===== src/include/dpph_pkg.sv =====
// package for the dual parallel port with handshake lines
// assumes one phase-2 clock and a processor bus sampled on its edge
package dpph_pkg;
  // register select codes
  localparam logic [3:0] REG_PB_DATA = 4'h0;
  localparam logic [3:0] REG_PA_DATA = 4'h1;
  localparam logic [3:0] REG_PB_DIR = 4'h2;
  localparam logic [3:0] REG_PA_DIR = 4'h3;
  localparam logic [3:0] REG_AUX_CTL = 4'hB;
  localparam logic [3:0] REG_HS_CTL = 4'hC;
  localparam logic [3:0] REG_IFR = 4'hD;
  localparam logic [3:0] REG_IER = 4'hE;
  localparam logic [3:0] REG_PA_DATA_NOHS = 4'hF;
  // handshake control fields
  localparam int HS_CA1_EDGE = 0;
  localparam int HS_CA2_LO = 1;
  localparam int HS_CB1_EDGE = 4;
  localparam int HS_CB2_LO = 5;
  localparam int HS_MODE_W = 3;
  // control line io modes (bit 2 high means output)
  localparam logic [2:0] MODE_IN_NEG = 3'h0;
  localparam logic [2:0] MODE_IN_NEG_IND = 3'h1;
  localparam logic [2:0] MODE_IN_POS = 3'h2;
  localparam logic [2:0] MODE_IN_POS_IND = 3'h3;
  localparam logic [2:0] MODE_OUT_HS = 3'h4;
  localparam logic [2:0] MODE_OUT_PULSE = 3'h5;
  localparam logic [2:0] MODE_OUT_LOW = 3'h6;
  localparam logic [2:0] MODE_OUT_HIGH = 3'h7;
  // auxiliary control fields
  localparam int AUX_PA_LATCH = 0;
  localparam int AUX_PB_LATCH = 1;
  // interrupt flag positions
  localparam int IF_CA2 = 0;
  localparam int IF_CA1 = 1;
  localparam int IF_CB2 = 3;
  localparam int IF_CB1 = 4;
  localparam int IF_ANY = 7;
  localparam int IER_SET = 7;
  // reset values
  localparam logic [7:0] RST_REG = 8'h00;
  localparam logic RST_CTL_OUT = 1'b1;
  // processor access carrier
  typedef struct packed {
    logic sel_high;
    logic sel_low_n;
    logic [3:0] register_select;
    logic read;
    logic [7:0] wdata;
  } dpph_bus_s;
endpackage


===== src/design/dpph_port.sv =====
// two 8-bit peripheral ports with direction, output, input latch and handshake
// assumes bus synchronous to phase-2 clock, pins synchronised here and joined in testbench
//
// Summary of operation
// - direction bit zero input, one output
// - output line follows output register bit
// - writes to input lines only stored
// - port read returns input register, transparent default
// - latching captures port A at edge
// - reading latched port A makes it transparent
// - port A output lines read pin level
// - port B output lines read output register
// - latched port B reads last edge capture
// - handshake read/write A, write B
// - data ready edge sets port A flag
// - data taken is pulse or level low
// - level data taken released by data ready
// - device drives data ready on line two
// - data taken sets flag, releases ready
// - control registers choose modes and latching
// - open-drain low interrupt from enabled flags
`timescale 1ns/100ps
module dpph_port #(
  parameter int PORT_W = 8
) (
  // clock and reset
  input wire logic CLK_SYS_I,
  input wire logic RSTN_I,
  // processor bus
  input wire dpph_pkg::dpph_bus_s BUS_I,
  output logic [7:0] DATA_O,
  output logic DATA_VALID_O,
  // port a pins
  input wire logic [PORT_W-1:0] PORT_A_PINS_I,
  output logic [PORT_W-1:0] PORT_A_PINS_O,
  output logic [PORT_W-1:0] PORT_A_PINS_OE_O,
  // port b pins
  input wire logic [PORT_W-1:0] PORT_B_PINS_I,
  output logic [PORT_W-1:0] PORT_B_PINS_O,
  output logic [PORT_W-1:0] PORT_B_PINS_OE_O,
  // control lines
  input wire logic PORT_A_CTL_IN_I,
  input wire logic PORT_A_CTL_IO_I,
  output logic PORT_A_CTL_IO_O,
  output logic PORT_A_CTL_IO_OE_O,
  input wire logic PORT_B_CTL_IN_I,
  input wire logic PORT_B_CTL_IO_I,
  output logic PORT_B_CTL_IO_O,
  output logic PORT_B_CTL_IO_OE_O,
  // open-drain interrupt request
  output logic IRQ_N_O,
  output logic IRQ_N_OE_O
);

  // elaboration check: bus is one byte wide
  if (PORT_W != 8) begin : g_bad_width
    $error("PORT_W must be 8");
  end

  // edge selection for a control input
  function automatic logic edge_hit(input logic rise, input logic cur, input logic prv);
    edge_hit = rise ? (cur & ~prv) : (~cur & prv);
  endfunction

  // access decode
  logic acc;
  logic rd;
  logic wr;
  logic pa_acc;
  logic pa_acc_hs;
  logic pb_acc;
  // access needs both selects active
  // chip select qualify
  assign acc = BUS_I.sel_high & ~BUS_I.sel_low_n;
  assign rd = acc & BUS_I.read;
  assign wr = acc & ~BUS_I.read;
  assign pa_acc_hs = acc & (BUS_I.register_select == dpph_pkg::REG_PA_DATA);
  assign pa_acc = pa_acc_hs | (acc & (BUS_I.register_select == dpph_pkg::REG_PA_DATA_NOHS));
  assign pb_acc = acc & (BUS_I.register_select == dpph_pkg::REG_PB_DATA);

  // synchronisers: stage one, stage two, previous
  logic [PORT_W-1:0] pa_s1, pa_s2, pb_s1, pb_s2;
  logic [3:0] ctl_s1, ctl_s2, ctl_prv;
  logic [PORT_W-1:0] next_pa_s1, next_pa_s2, next_pb_s1, next_pb_s2;
  logic [3:0] next_ctl_s1, next_ctl_s2, next_ctl_prv;

  // sync next values
  // two-flop sync
  always_comb begin
    next_pa_s1 = PORT_A_PINS_I;
    next_pa_s2 = pa_s1;
    next_pb_s1 = PORT_B_PINS_I;
    next_pb_s2 = pb_s1;
    next_ctl_s1 = {PORT_B_CTL_IO_I, PORT_B_CTL_IN_I, PORT_A_CTL_IO_I, PORT_A_CTL_IN_I};
    next_ctl_s2 = ctl_s1;
    next_ctl_prv = ctl_s2;
  end

  // sync registers
  always_ff @(posedge CLK_SYS_I or negedge RSTN_I) begin
    if (!RSTN_I) begin
      pa_s1 <= '0;
      pa_s2 <= '0;
      pb_s1 <= '0;
      pb_s2 <= '0;
      ctl_s1 <= 4'hF;
      ctl_s2 <= 4'hF;
      ctl_prv <= 4'hF;
    end else begin
      pa_s1 <= next_pa_s1;
      pa_s2 <= next_pa_s2;
      pb_s1 <= next_pb_s1;
      pb_s2 <= next_pb_s2;
      ctl_s1 <= next_ctl_s1;
      ctl_s2 <= next_ctl_s2;
      ctl_prv <= next_ctl_prv;
    end
  end

  // software registers
  logic [PORT_W-1:0] pa_dir, pb_dir, pa_out, pb_out;
  logic [7:0] aux_ctl, hs_ctl, ier;
  logic [PORT_W-1:0] next_pa_dir, next_pb_dir, next_pa_out, next_pb_out;
  logic [7:0] next_aux_ctl, next_hs_ctl, next_ier;

  // register writes
  // data, direction and control registers
  always_comb begin
    next_pa_dir = pa_dir;
    next_pb_dir = pb_dir;
    next_pa_out = pa_out;
    next_pb_out = pb_out;
    next_aux_ctl = aux_ctl;
    next_hs_ctl = hs_ctl;
    next_ier = ier;
    if (wr) begin
      unique case (BUS_I.register_select)
        dpph_pkg::REG_PB_DATA: next_pb_out = BUS_I.wdata;
        dpph_pkg::REG_PA_DATA, dpph_pkg::REG_PA_DATA_NOHS: next_pa_out = BUS_I.wdata;
        dpph_pkg::REG_PB_DIR: next_pb_dir = BUS_I.wdata;
        dpph_pkg::REG_PA_DIR: next_pa_dir = BUS_I.wdata;
        dpph_pkg::REG_AUX_CTL: next_aux_ctl = BUS_I.wdata;
        dpph_pkg::REG_HS_CTL: next_hs_ctl = BUS_I.wdata;
        dpph_pkg::REG_IER: begin
          if (BUS_I.wdata[dpph_pkg::IER_SET]) begin
            next_ier = ier | {1'b0, BUS_I.wdata[6:0]};
          end else begin
            next_ier = ier & ~{1'b0, BUS_I.wdata[6:0]};
          end
        end
        default: ;
      endcase
    end
  end

  // register storage
  // reset to inputs
  always_ff @(posedge CLK_SYS_I or negedge RSTN_I) begin
    if (!RSTN_I) begin
      pa_dir <= '0;
      pb_dir <= '0;
      pa_out <= '0;
      pb_out <= '0;
      aux_ctl <= dpph_pkg::RST_REG;
      hs_ctl <= dpph_pkg::RST_REG;
      ier <= dpph_pkg::RST_REG;
    end else begin
      pa_dir <= next_pa_dir;
      pb_dir <= next_pb_dir;
      pa_out <= next_pa_out;
      pb_out <= next_pb_out;
      aux_ctl <= next_aux_ctl;
      hs_ctl <= next_hs_ctl;
      ier <= next_ier;
    end
  end

  // mode fields and control edges
  logic [2:0] ca2_mode, cb2_mode;
  logic ca1_edge, ca2_edge, cb1_edge, cb2_edge;
  logic pa_latch_en, pb_latch_en;
  assign ca2_mode = hs_ctl[dpph_pkg::HS_CA2_LO +: dpph_pkg::HS_MODE_W];
  assign cb2_mode = hs_ctl[dpph_pkg::HS_CB2_LO +: dpph_pkg::HS_MODE_W];
  assign pa_latch_en = aux_ctl[dpph_pkg::AUX_PA_LATCH];
  assign pb_latch_en = aux_ctl[dpph_pkg::AUX_PB_LATCH];
  assign ca1_edge = edge_hit(hs_ctl[dpph_pkg::HS_CA1_EDGE], ctl_s2[0], ctl_prv[0]);
  assign cb1_edge = edge_hit(hs_ctl[dpph_pkg::HS_CB1_EDGE], ctl_s2[2], ctl_prv[2]);
  // input edges count only while the line is an input
  assign ca2_edge = ~ca2_mode[2] & edge_hit(ca2_mode[1], ctl_s2[1], ctl_prv[1]);
  assign cb2_edge = ~cb2_mode[2] & edge_hit(cb2_mode[1], ctl_s2[3], ctl_prv[3]);

  // input latches, flags and handshake outputs
  logic [PORT_W-1:0] pa_hold, pb_hold, next_pa_hold, next_pb_hold;
  logic pa_latched, next_pa_latched;
  logic [6:0] interrupt_flag_reg, next_ifr, ifr_set, ifr_clr;
  logic ca2_out, cb2_out, next_ca2_out, next_cb2_out;

  always_comb begin
    next_pa_hold = pa_hold;
    next_pb_hold = pb_hold;
    next_pa_latched = pa_latched;
    if (rd && pa_acc) begin
      next_pa_latched = 1'b0;
    end
    if (pa_latch_en && ca1_edge) begin
      next_pa_hold = pa_s2;
      next_pa_latched = 1'b1;
    end
    if (pb_latch_en && cb1_edge) begin
      next_pb_hold = pb_s2;
    end
    // flag events and clears, set wins
    // control line edge flags
    ifr_set = '0;
    ifr_set[dpph_pkg::IF_CA1] = ca1_edge;
    ifr_set[dpph_pkg::IF_CA2] = ca2_edge;
    ifr_set[dpph_pkg::IF_CB1] = cb1_edge;
    ifr_set[dpph_pkg::IF_CB2] = cb2_edge;
    ifr_clr = '0;
    if (wr && BUS_I.register_select == dpph_pkg::REG_IFR) begin
      ifr_clr = BUS_I.wdata[6:0];
    end
    if (pa_acc) begin
      ifr_clr[dpph_pkg::IF_CA1] = 1'b1;
      ifr_clr[dpph_pkg::IF_CA2] = ifr_clr[dpph_pkg::IF_CA2] | (ca2_mode != dpph_pkg::MODE_IN_NEG_IND
        && ca2_mode != dpph_pkg::MODE_IN_POS_IND);
    end
    if (pb_acc) begin
      ifr_clr[dpph_pkg::IF_CB1] = 1'b1;
      ifr_clr[dpph_pkg::IF_CB2] = ifr_clr[dpph_pkg::IF_CB2] | (cb2_mode != dpph_pkg::MODE_IN_NEG_IND
        && cb2_mode != dpph_pkg::MODE_IN_POS_IND);
    end
    next_ifr = (interrupt_flag_reg & ~ifr_clr) | ifr_set;
    // port a line two: read and write handshake
    next_ca2_out = ca2_out;
    unique case (ca2_mode)
      dpph_pkg::MODE_OUT_HS: begin
        if (ca1_edge) begin
          next_ca2_out = 1'b1;
        end
        if (pa_acc_hs) begin
          next_ca2_out = 1'b0;
        end
      end
      dpph_pkg::MODE_OUT_PULSE: next_ca2_out = ~pa_acc_hs;
      dpph_pkg::MODE_OUT_LOW: next_ca2_out = 1'b0;
      default: next_ca2_out = dpph_pkg::RST_CTL_OUT;
    endcase
    // port b line two: write handshake only
    // b handshakes on writes
    next_cb2_out = cb2_out;
    unique case (cb2_mode)
      dpph_pkg::MODE_OUT_HS: begin
        if (cb1_edge) begin
          next_cb2_out = 1'b1;
        end
        if (pb_acc && wr) begin
          next_cb2_out = 1'b0;
        end
      end
      dpph_pkg::MODE_OUT_PULSE: next_cb2_out = ~(pb_acc && wr);
      dpph_pkg::MODE_OUT_LOW: next_cb2_out = 1'b0;
      default: next_cb2_out = dpph_pkg::RST_CTL_OUT;
    endcase
  end

  // latch, flag and handshake storage
  // idle high lines
  always_ff @(posedge CLK_SYS_I or negedge RSTN_I) begin
    if (!RSTN_I) begin
      pa_hold <= '0;
      pb_hold <= '0;
      pa_latched <= 1'b0;
      interrupt_flag_reg <= '0;
      ca2_out <= dpph_pkg::RST_CTL_OUT;
      cb2_out <= dpph_pkg::RST_CTL_OUT;
    end else begin
      pa_hold <= next_pa_hold;
      pb_hold <= next_pb_hold;
      pa_latched <= next_pa_latched;
      interrupt_flag_reg <= next_ifr;
      ca2_out <= next_ca2_out;
      cb2_out <= next_cb2_out;
    end
  end

  // read views of the ports
  logic [PORT_W-1:0] pa_view, pb_view;
  logic any_irq;
  assign pa_view = (pa_latch_en && pa_latched) ? pa_hold : pa_s2;
  assign pb_view = (pb_dir & pb_out) | (~pb_dir & (pb_latch_en ? pb_hold : pb_s2));
  assign any_irq = |(interrupt_flag_reg & ier[6:0]);

  // read data register
  logic [7:0] rdata, next_rdata;
  logic rvalid, next_rvalid;
  always_comb begin
    next_rdata = rdata;
    next_rvalid = rd;
    if (rd) begin
      unique case (BUS_I.register_select)
        dpph_pkg::REG_PB_DATA: next_rdata = pb_view;
        dpph_pkg::REG_PA_DATA, dpph_pkg::REG_PA_DATA_NOHS: next_rdata = pa_view;
        dpph_pkg::REG_PB_DIR: next_rdata = pb_dir;
        dpph_pkg::REG_PA_DIR: next_rdata = pa_dir;
        dpph_pkg::REG_AUX_CTL: next_rdata = aux_ctl;
        dpph_pkg::REG_HS_CTL: next_rdata = hs_ctl;
        dpph_pkg::REG_IFR: next_rdata = {any_irq, interrupt_flag_reg};
        dpph_pkg::REG_IER: next_rdata = {1'b1, ier[6:0]};
        default: next_rdata = 8'h00;
      endcase
    end
  end

  always_ff @(posedge CLK_SYS_I or negedge RSTN_I) begin
    if (!RSTN_I) begin
      rdata <= 8'h00;
      rvalid <= 1'b0;
    end else begin
      rdata <= next_rdata;
      rvalid <= next_rvalid;
    end
  end

  // pin drive
  // per-line direction
  assign PORT_A_PINS_O = pa_out;
  assign PORT_A_PINS_OE_O = pa_dir;
  assign PORT_B_PINS_O = pb_out;
  assign PORT_B_PINS_OE_O = pb_dir;
  assign PORT_A_CTL_IO_O = ca2_out;
  assign PORT_A_CTL_IO_OE_O = ca2_mode[2];
  assign PORT_B_CTL_IO_O = cb2_out;
  assign PORT_B_CTL_IO_OE_O = cb2_mode[2];
  assign DATA_O = rdata;
  assign DATA_VALID_O = rvalid;
  // open drain: pull low while any enabled flag stands
  // wire-or interrupt
  assign IRQ_N_O = 1'b0;
  assign IRQ_N_OE_O = any_irq;

endmodule


===== config.mk =====
export PLATFORM = sky130hd
export DESIGN_NAME = dpph_port
export DESIGN_NICKNAME = d
export VERILOG_FILES = /design/src/include/dpph_pkg.sv /design/src/design/dpph_port.sv
export SDC_FILE = /design/constraint.sdc
export NUM_CORES = 1
export LEC_CHECK = 0
export BUFFER_PORTS_ARGS = -buffer_cell sky130_fd_sc_hd__buf_2
export CAP_MARGIN = 20
export CORE_AREA = 2 2 101 152
export CTS_CLUSTER_DIAMETER = 100
export DETAILED_ROUTE_END_ITERATION = 10
export DIE_AREA = 0 0 103 154
export HOLD_SLACK_MARGIN = 0.02
export PLACE_DENSITY_LB_ADDON = 0.2
export SLEW_MARGIN = 20
export SYNTH_ARGS = -nofsm -noshare
export SYNTH_HDL_FRONTEND = slang
export SYNTH_SLANG_ARGS = --single-unit
export TNS_END_PERCENT = 100

===== constraint.sdc =====
create_clock -name CLK_SYS_I -period 1.6 [get_ports CLK_SYS_I]
set_input_delay 0.4 -clock CLK_SYS_I [delete_from_list [all_inputs] [get_ports CLK_SYS_I]]
set_output_delay 0.4 -clock CLK_SYS_I [all_outputs]
set_load 0.1 [all_outputs]

== After elaboration in Yosys (flattened, before gate mapping) ==
Cells that the tools add are included.
Word-level totals
  register bits after elaboration: 135
  input bits: 37
  logic and storage cells: 124
Cells by class
  eq/ne operators: 20
  muxes and demuxes: 19
  bitwise operators: 44
  reduce and logical (&&, ||, !) cells: 19
Operator list (number)
  case mux 8 bit (8 select lines): 1
  AND 8 bit: 3
  2-to-1 mux 8 bit: 3
  equality test 4 bit (second input constant): 5
  equality test 3 bit (second input constant): 6
  AND 1 bit: 16
  AND 7 bit: 2
  inverter 1 bit: 14
  AND reduction 2 bit: 7
  2-to-1 mux 1 bit: 10
  equality test 4 x 2 -> 1 bit (second input constant): 2
  logical AND 1 bit: 8
  inverter 7 -> 8 bit: 1
  inverter 8 bit: 1
  OR 8 x 7 -> 8 bit: 1
  OR 8 bit: 1
  2-to-1 mux 7 bit: 1
  inverter 7 bit: 1
  OR 7 x 5 -> 7 bit: 1
  OR reduction 7 bit: 1
  != test 3 x 1 -> 1 bit (second input constant): 2
  != test 3 x 2 -> 1 bit (second input constant): 2
  != test 3 bit (second input constant): 2
  case mux 1 bit (3 select lines): 2
  6 further kinds: 9

== Logic depth before layout (Yosys ltp) ==
  word-level depth: 10
  depth in mapped cells: 6

== Worst setup path after synthesis ==
Ideal clock, no wire load.
  kind: register to register
  start: reg interrupt_flag_reg[2]
  end: reg rdata[7], in the netlist DATA_O[7]
  data arrival time: 2.199 ns
  required time: 1.450 ns
  slack: -0.749 ns
  stages on the path, launching flop included: 5
  path buffers: 0
  clock period less this slack: 2.349 ns
  cells stage by stage: dfrtp_1 > a222oi_1 > nand3_1 > a222oi_1 > a32oi_1
On the way
  longest elaborated chain between the ends: 3
RTL lines
  start, declared: line dpph_port.sv:195  | logic [6:0] interrupt_flag_reg, next_ifr, ifr_set, ifr_clr;
  start signal, assigned: line dpph_port.sv:281  | interrupt_flag_reg <= next_ifr;
  AND 7 bit: line dpph_port.sv:292  | assign any_irq = |(interrupt_flag_reg & ier[6:0]);
  OR reduction 7 bit: line dpph_port.sv:292
  net IRQ_N_OE_O: line dpph_port.sv:52  | output logic IRQ_N_OE_O
  case mux 8 bit (8 select lines): line dpph_port.sv:301  | unique case (BUS_I.register_select)
  end signal, assigned: line dpph_port.sv:320  | rdata <= next_rdata;
  end, declared: line dpph_port.sv:295  | logic [7:0] rdata, next_rdata;
The timed path passes the listed nets, and every way through them passes these cells.
A chain may end at the register's enable or synchronous reset.

==> qor.txt <==
register area share after synthesis -> 0.591
Fin. Hold Viols -> 0
Setup-failing EPs final -> 2
final layout net count -> 617
Max VDD drop -> 899 uV
flops & latches, synth -> 134
Core ar. -> 14,500 um2
initial antenna violation count -> 0
share of cells above drive strength 1 -> 0.521
Worst R2R Setup Slack -> -0.15 ns
cts bufs inserted -> 17
met1 Resource Use GR -> 0.252
CTS tree -> yes
DRT Wirelength -> 14,700 um
commonest non-fill, non-tap cells in the layout -> dfrtp_1, buf_4, mux2_2, buf_2, nand2_1
Worst Hold Class -> primary input to flip-flop
total grt overflow -> 0
Reg2Reg Depth -> 6
clock latency on the worst-skew pair -> 0.42 ns
Yosys top cell by area -> dfrtp_1
Post-synth EDFFs -> 0
root buffer selected by CTS -> clkbuf_16
status -> finished with violations
RSZ-0062 raised after global routing -> true
Chip Height -> 154 um
top cells by area, synth -> dfrtp_1, mux2_2, dfstp_2, mux2i_1, nand2_1
Max FO, Critical Path -> 2
Max Clock Freq -> 506 MHz
GRT Max-Usage Layer -> met2
commonest non-fill, non-tap cell in the layout -> dfrtp_1
reg2reg end -> DATA_O[7]
crit path kind -> flip-flop to primary output
DRT antenna net count -> 0
WL/cell -> 18.7 um
final core utilization -> 0.538
GP Congestion -> 0.834
placed insts -> 753
crit end category -> primary output
syn nets -> 466
Synth Instances -> 429
pre-CTS WS -> -0.486 ns
Mean Syn Cell Area -> 13.3 um2
Leak -> 3.68 nW
hold depth -> 1
Finished Layout Cells -> 789
asr flop ratio synth -> 1.00
setup slack after layout -> -0.376 ns
WP data required -> 1.20 ns
Port Buf Inserts -> 82
die width -> 103 um
router iterations before antenna repair -> 4
clk buf depth -> 2
total global-route track usage -> 0.202
total number of vias -> 4,038
Synth-to-Final Area Change -> 36.4%
die area -> 15,900 um2
min cycle time layout -> 1.98 ns
dpl cell area -> 7010 um2
largest net degree at the start of global routing -> 45
Detail Placement HPWL -> 10,700 um
clk_skew -> 0.0106 ns
Distinct cells, synth -> 54
Final Cycle Share -> 1.24
H-tree Lvls -> 4
MaxCap Viol Count -> 0
# fillers -> 1,289
first-pass GRT wire length -> 23,800 um
CP Data Arrival Time -> 1.58 ns
num rows -> 54
Worst Setup EP -> IRQ_N_OE_O
initial DRC count -> 216
fin. max-slew vios -> 0
Syn Std Cell Area -> 5700 um2
Reg clk slew, reported paths -> 0.06 ns
Finished Cell Area -> 7780 um2
pwr dens -> 1350 nW/um2
grt met3 use -> 0.0382
Synthesis Warnings -> 0
Initial Utilization -> 0.394
ANT cells -> 0
Top FF cell, synth -> dfrtp_1
vias in the first global route -> 4,335
TritonCTS Sinks -> 134
drc violations -> 0
CP Launch Type -> flip-flop
failing checks -> setup timing
GRT met2 Usage -> 0.339
Yosys top cell area share -> 0.527
Vias/cell -> 5.12
Ports -> 84
==> routing by layer <==
| metal | vias up | share of wire | routed length, um |
|---|---|---|---|
| met5 | - | 0 | 0 |
| met4 | 0 | 0.021 | 311 |
| met3 | 20 | 0.036 | 532 |
| met2 | 90 | 0.53 | 7830 |
| met1 | 2050 | 0.41 | 6070 |
| li1 | 1878 | - | - |
==> cells by family after synthesis <==
kind of cell / after synthesis / share of synthesized area
other: 1 / 0.000658
DFF: 134 / 0.591
muxes: 94 / 0.187
buffers and inverters: 22 / 0.0187
and+or+nand+nor: 109 / 0.113
AOI/OAI and AO/OA: 69 / 0.0893
==> synth_stat cells (4+ instances only) <==
| library cell | count |
|---|---|
| mux2_4 | 8 |
| nor4_1 | 7 |
| o22ai_1 | 7 |
| nand2b_1 | 12 |
| mux2i_1 | 16 |
| o21ai_0 | 10 |
| dfrtp_1 | 120 |
| clkbuf_1 | 9 |
| nand2_1 | 36 |
| nand3b_1 | 18 |
| mux2_2 | 69 |
| nor2_1 | 5 |
| or3b_2 | 5 |
| dfstp_2 | 14 |
| a22oi_1 | 10 |
| buf_2 | 4 |
| nand3_1 | 10 |
| o211a_1 | 6 |
| a21oi_1 | 11 |
| a21bo_2 | 6 |
==> final cells by class <==
type | count | area (um2) | area share
flip-flops and latches | 134 | 3380 | 0.434
multi-input cells | 273 | 2320 | 0.298
repair buffers | 151 | 1270 | 0.164
clock buffers | 18 | 439 | 0.0564
well taps | 196 | 245 | 0.0315
clock inverters | 14 | 115 | 0.0148
inverters | 3 | 11.3 | 0.00145
==> report_power, final <==
part | switching, mW | internal, mW | total [mW] | leakage, nW
logic | 1.76 | 0.915 | 2.67 | 1.75
clock network | 1.59 | 2.06 | 3.65 | 0.270
registers | 0.356 | 3.85 | 4.21 | 1.66
total | 3.70 | 6.83 | 10.5 | 3.68
==> stage by stage <==
step | power [mW] | hold WS, ns | TNS (ns)
2_1_floorplan | 6.02 | 0.104 | -5.29
3_3_place_gp | 6.74 | 0.267 | -21.22
3_5_place_dp | 6.79 | 0.266 | -21.10
4_1_cts | 10.6 | 0.0704 | -0.529
5_1_grt | 11.0 | 0.0671 | -0.708
6_report | 10.5 | 0.0808 | -0.528
==> worst max-delay path, stage by stage, from the launching register on <==
cell      delay, ns
dfrtp_1        0.39
a222oi_1       0.33
buf_4          0.18
nand3_4        0.08
buf_12         0.19
==> timing repair <==
action / 4_1_cts / 5_1_grt
hold buffers: 1 / 0
setup endpoints to repair: 52 / 15
buffers inserted: 2 / 1
resized for setup: 45 / 16
endpoints found under the hold margin: 17 / 0
pin swaps: 6 / 3
==> worst min path at each step <==
| stage | start | end | slack, ns |
|---|---|---|---|
| 2_1_floorplan | RSTN_I | DATA_O[0] | 0.10 |
| 5_1_grt | PORT_A_CTL_IO_I | ctl_s1[1] | 0.07 |
| 3_5_place_dp | RSTN_I | next_pa_s2[3] | 0.27 |
| 4_1_cts | PORT_A_CTL_IO_I | ctl_s1[1] | 0.07 |
| 3_3_place_gp | RSTN_I | next_pa_s2[3] | 0.27 |
| 6_report | PORT_A_CTL_IO_I | ctl_s1[1] | 0.08 |
No activity file was read; power rests on OpenSTA's default activity.
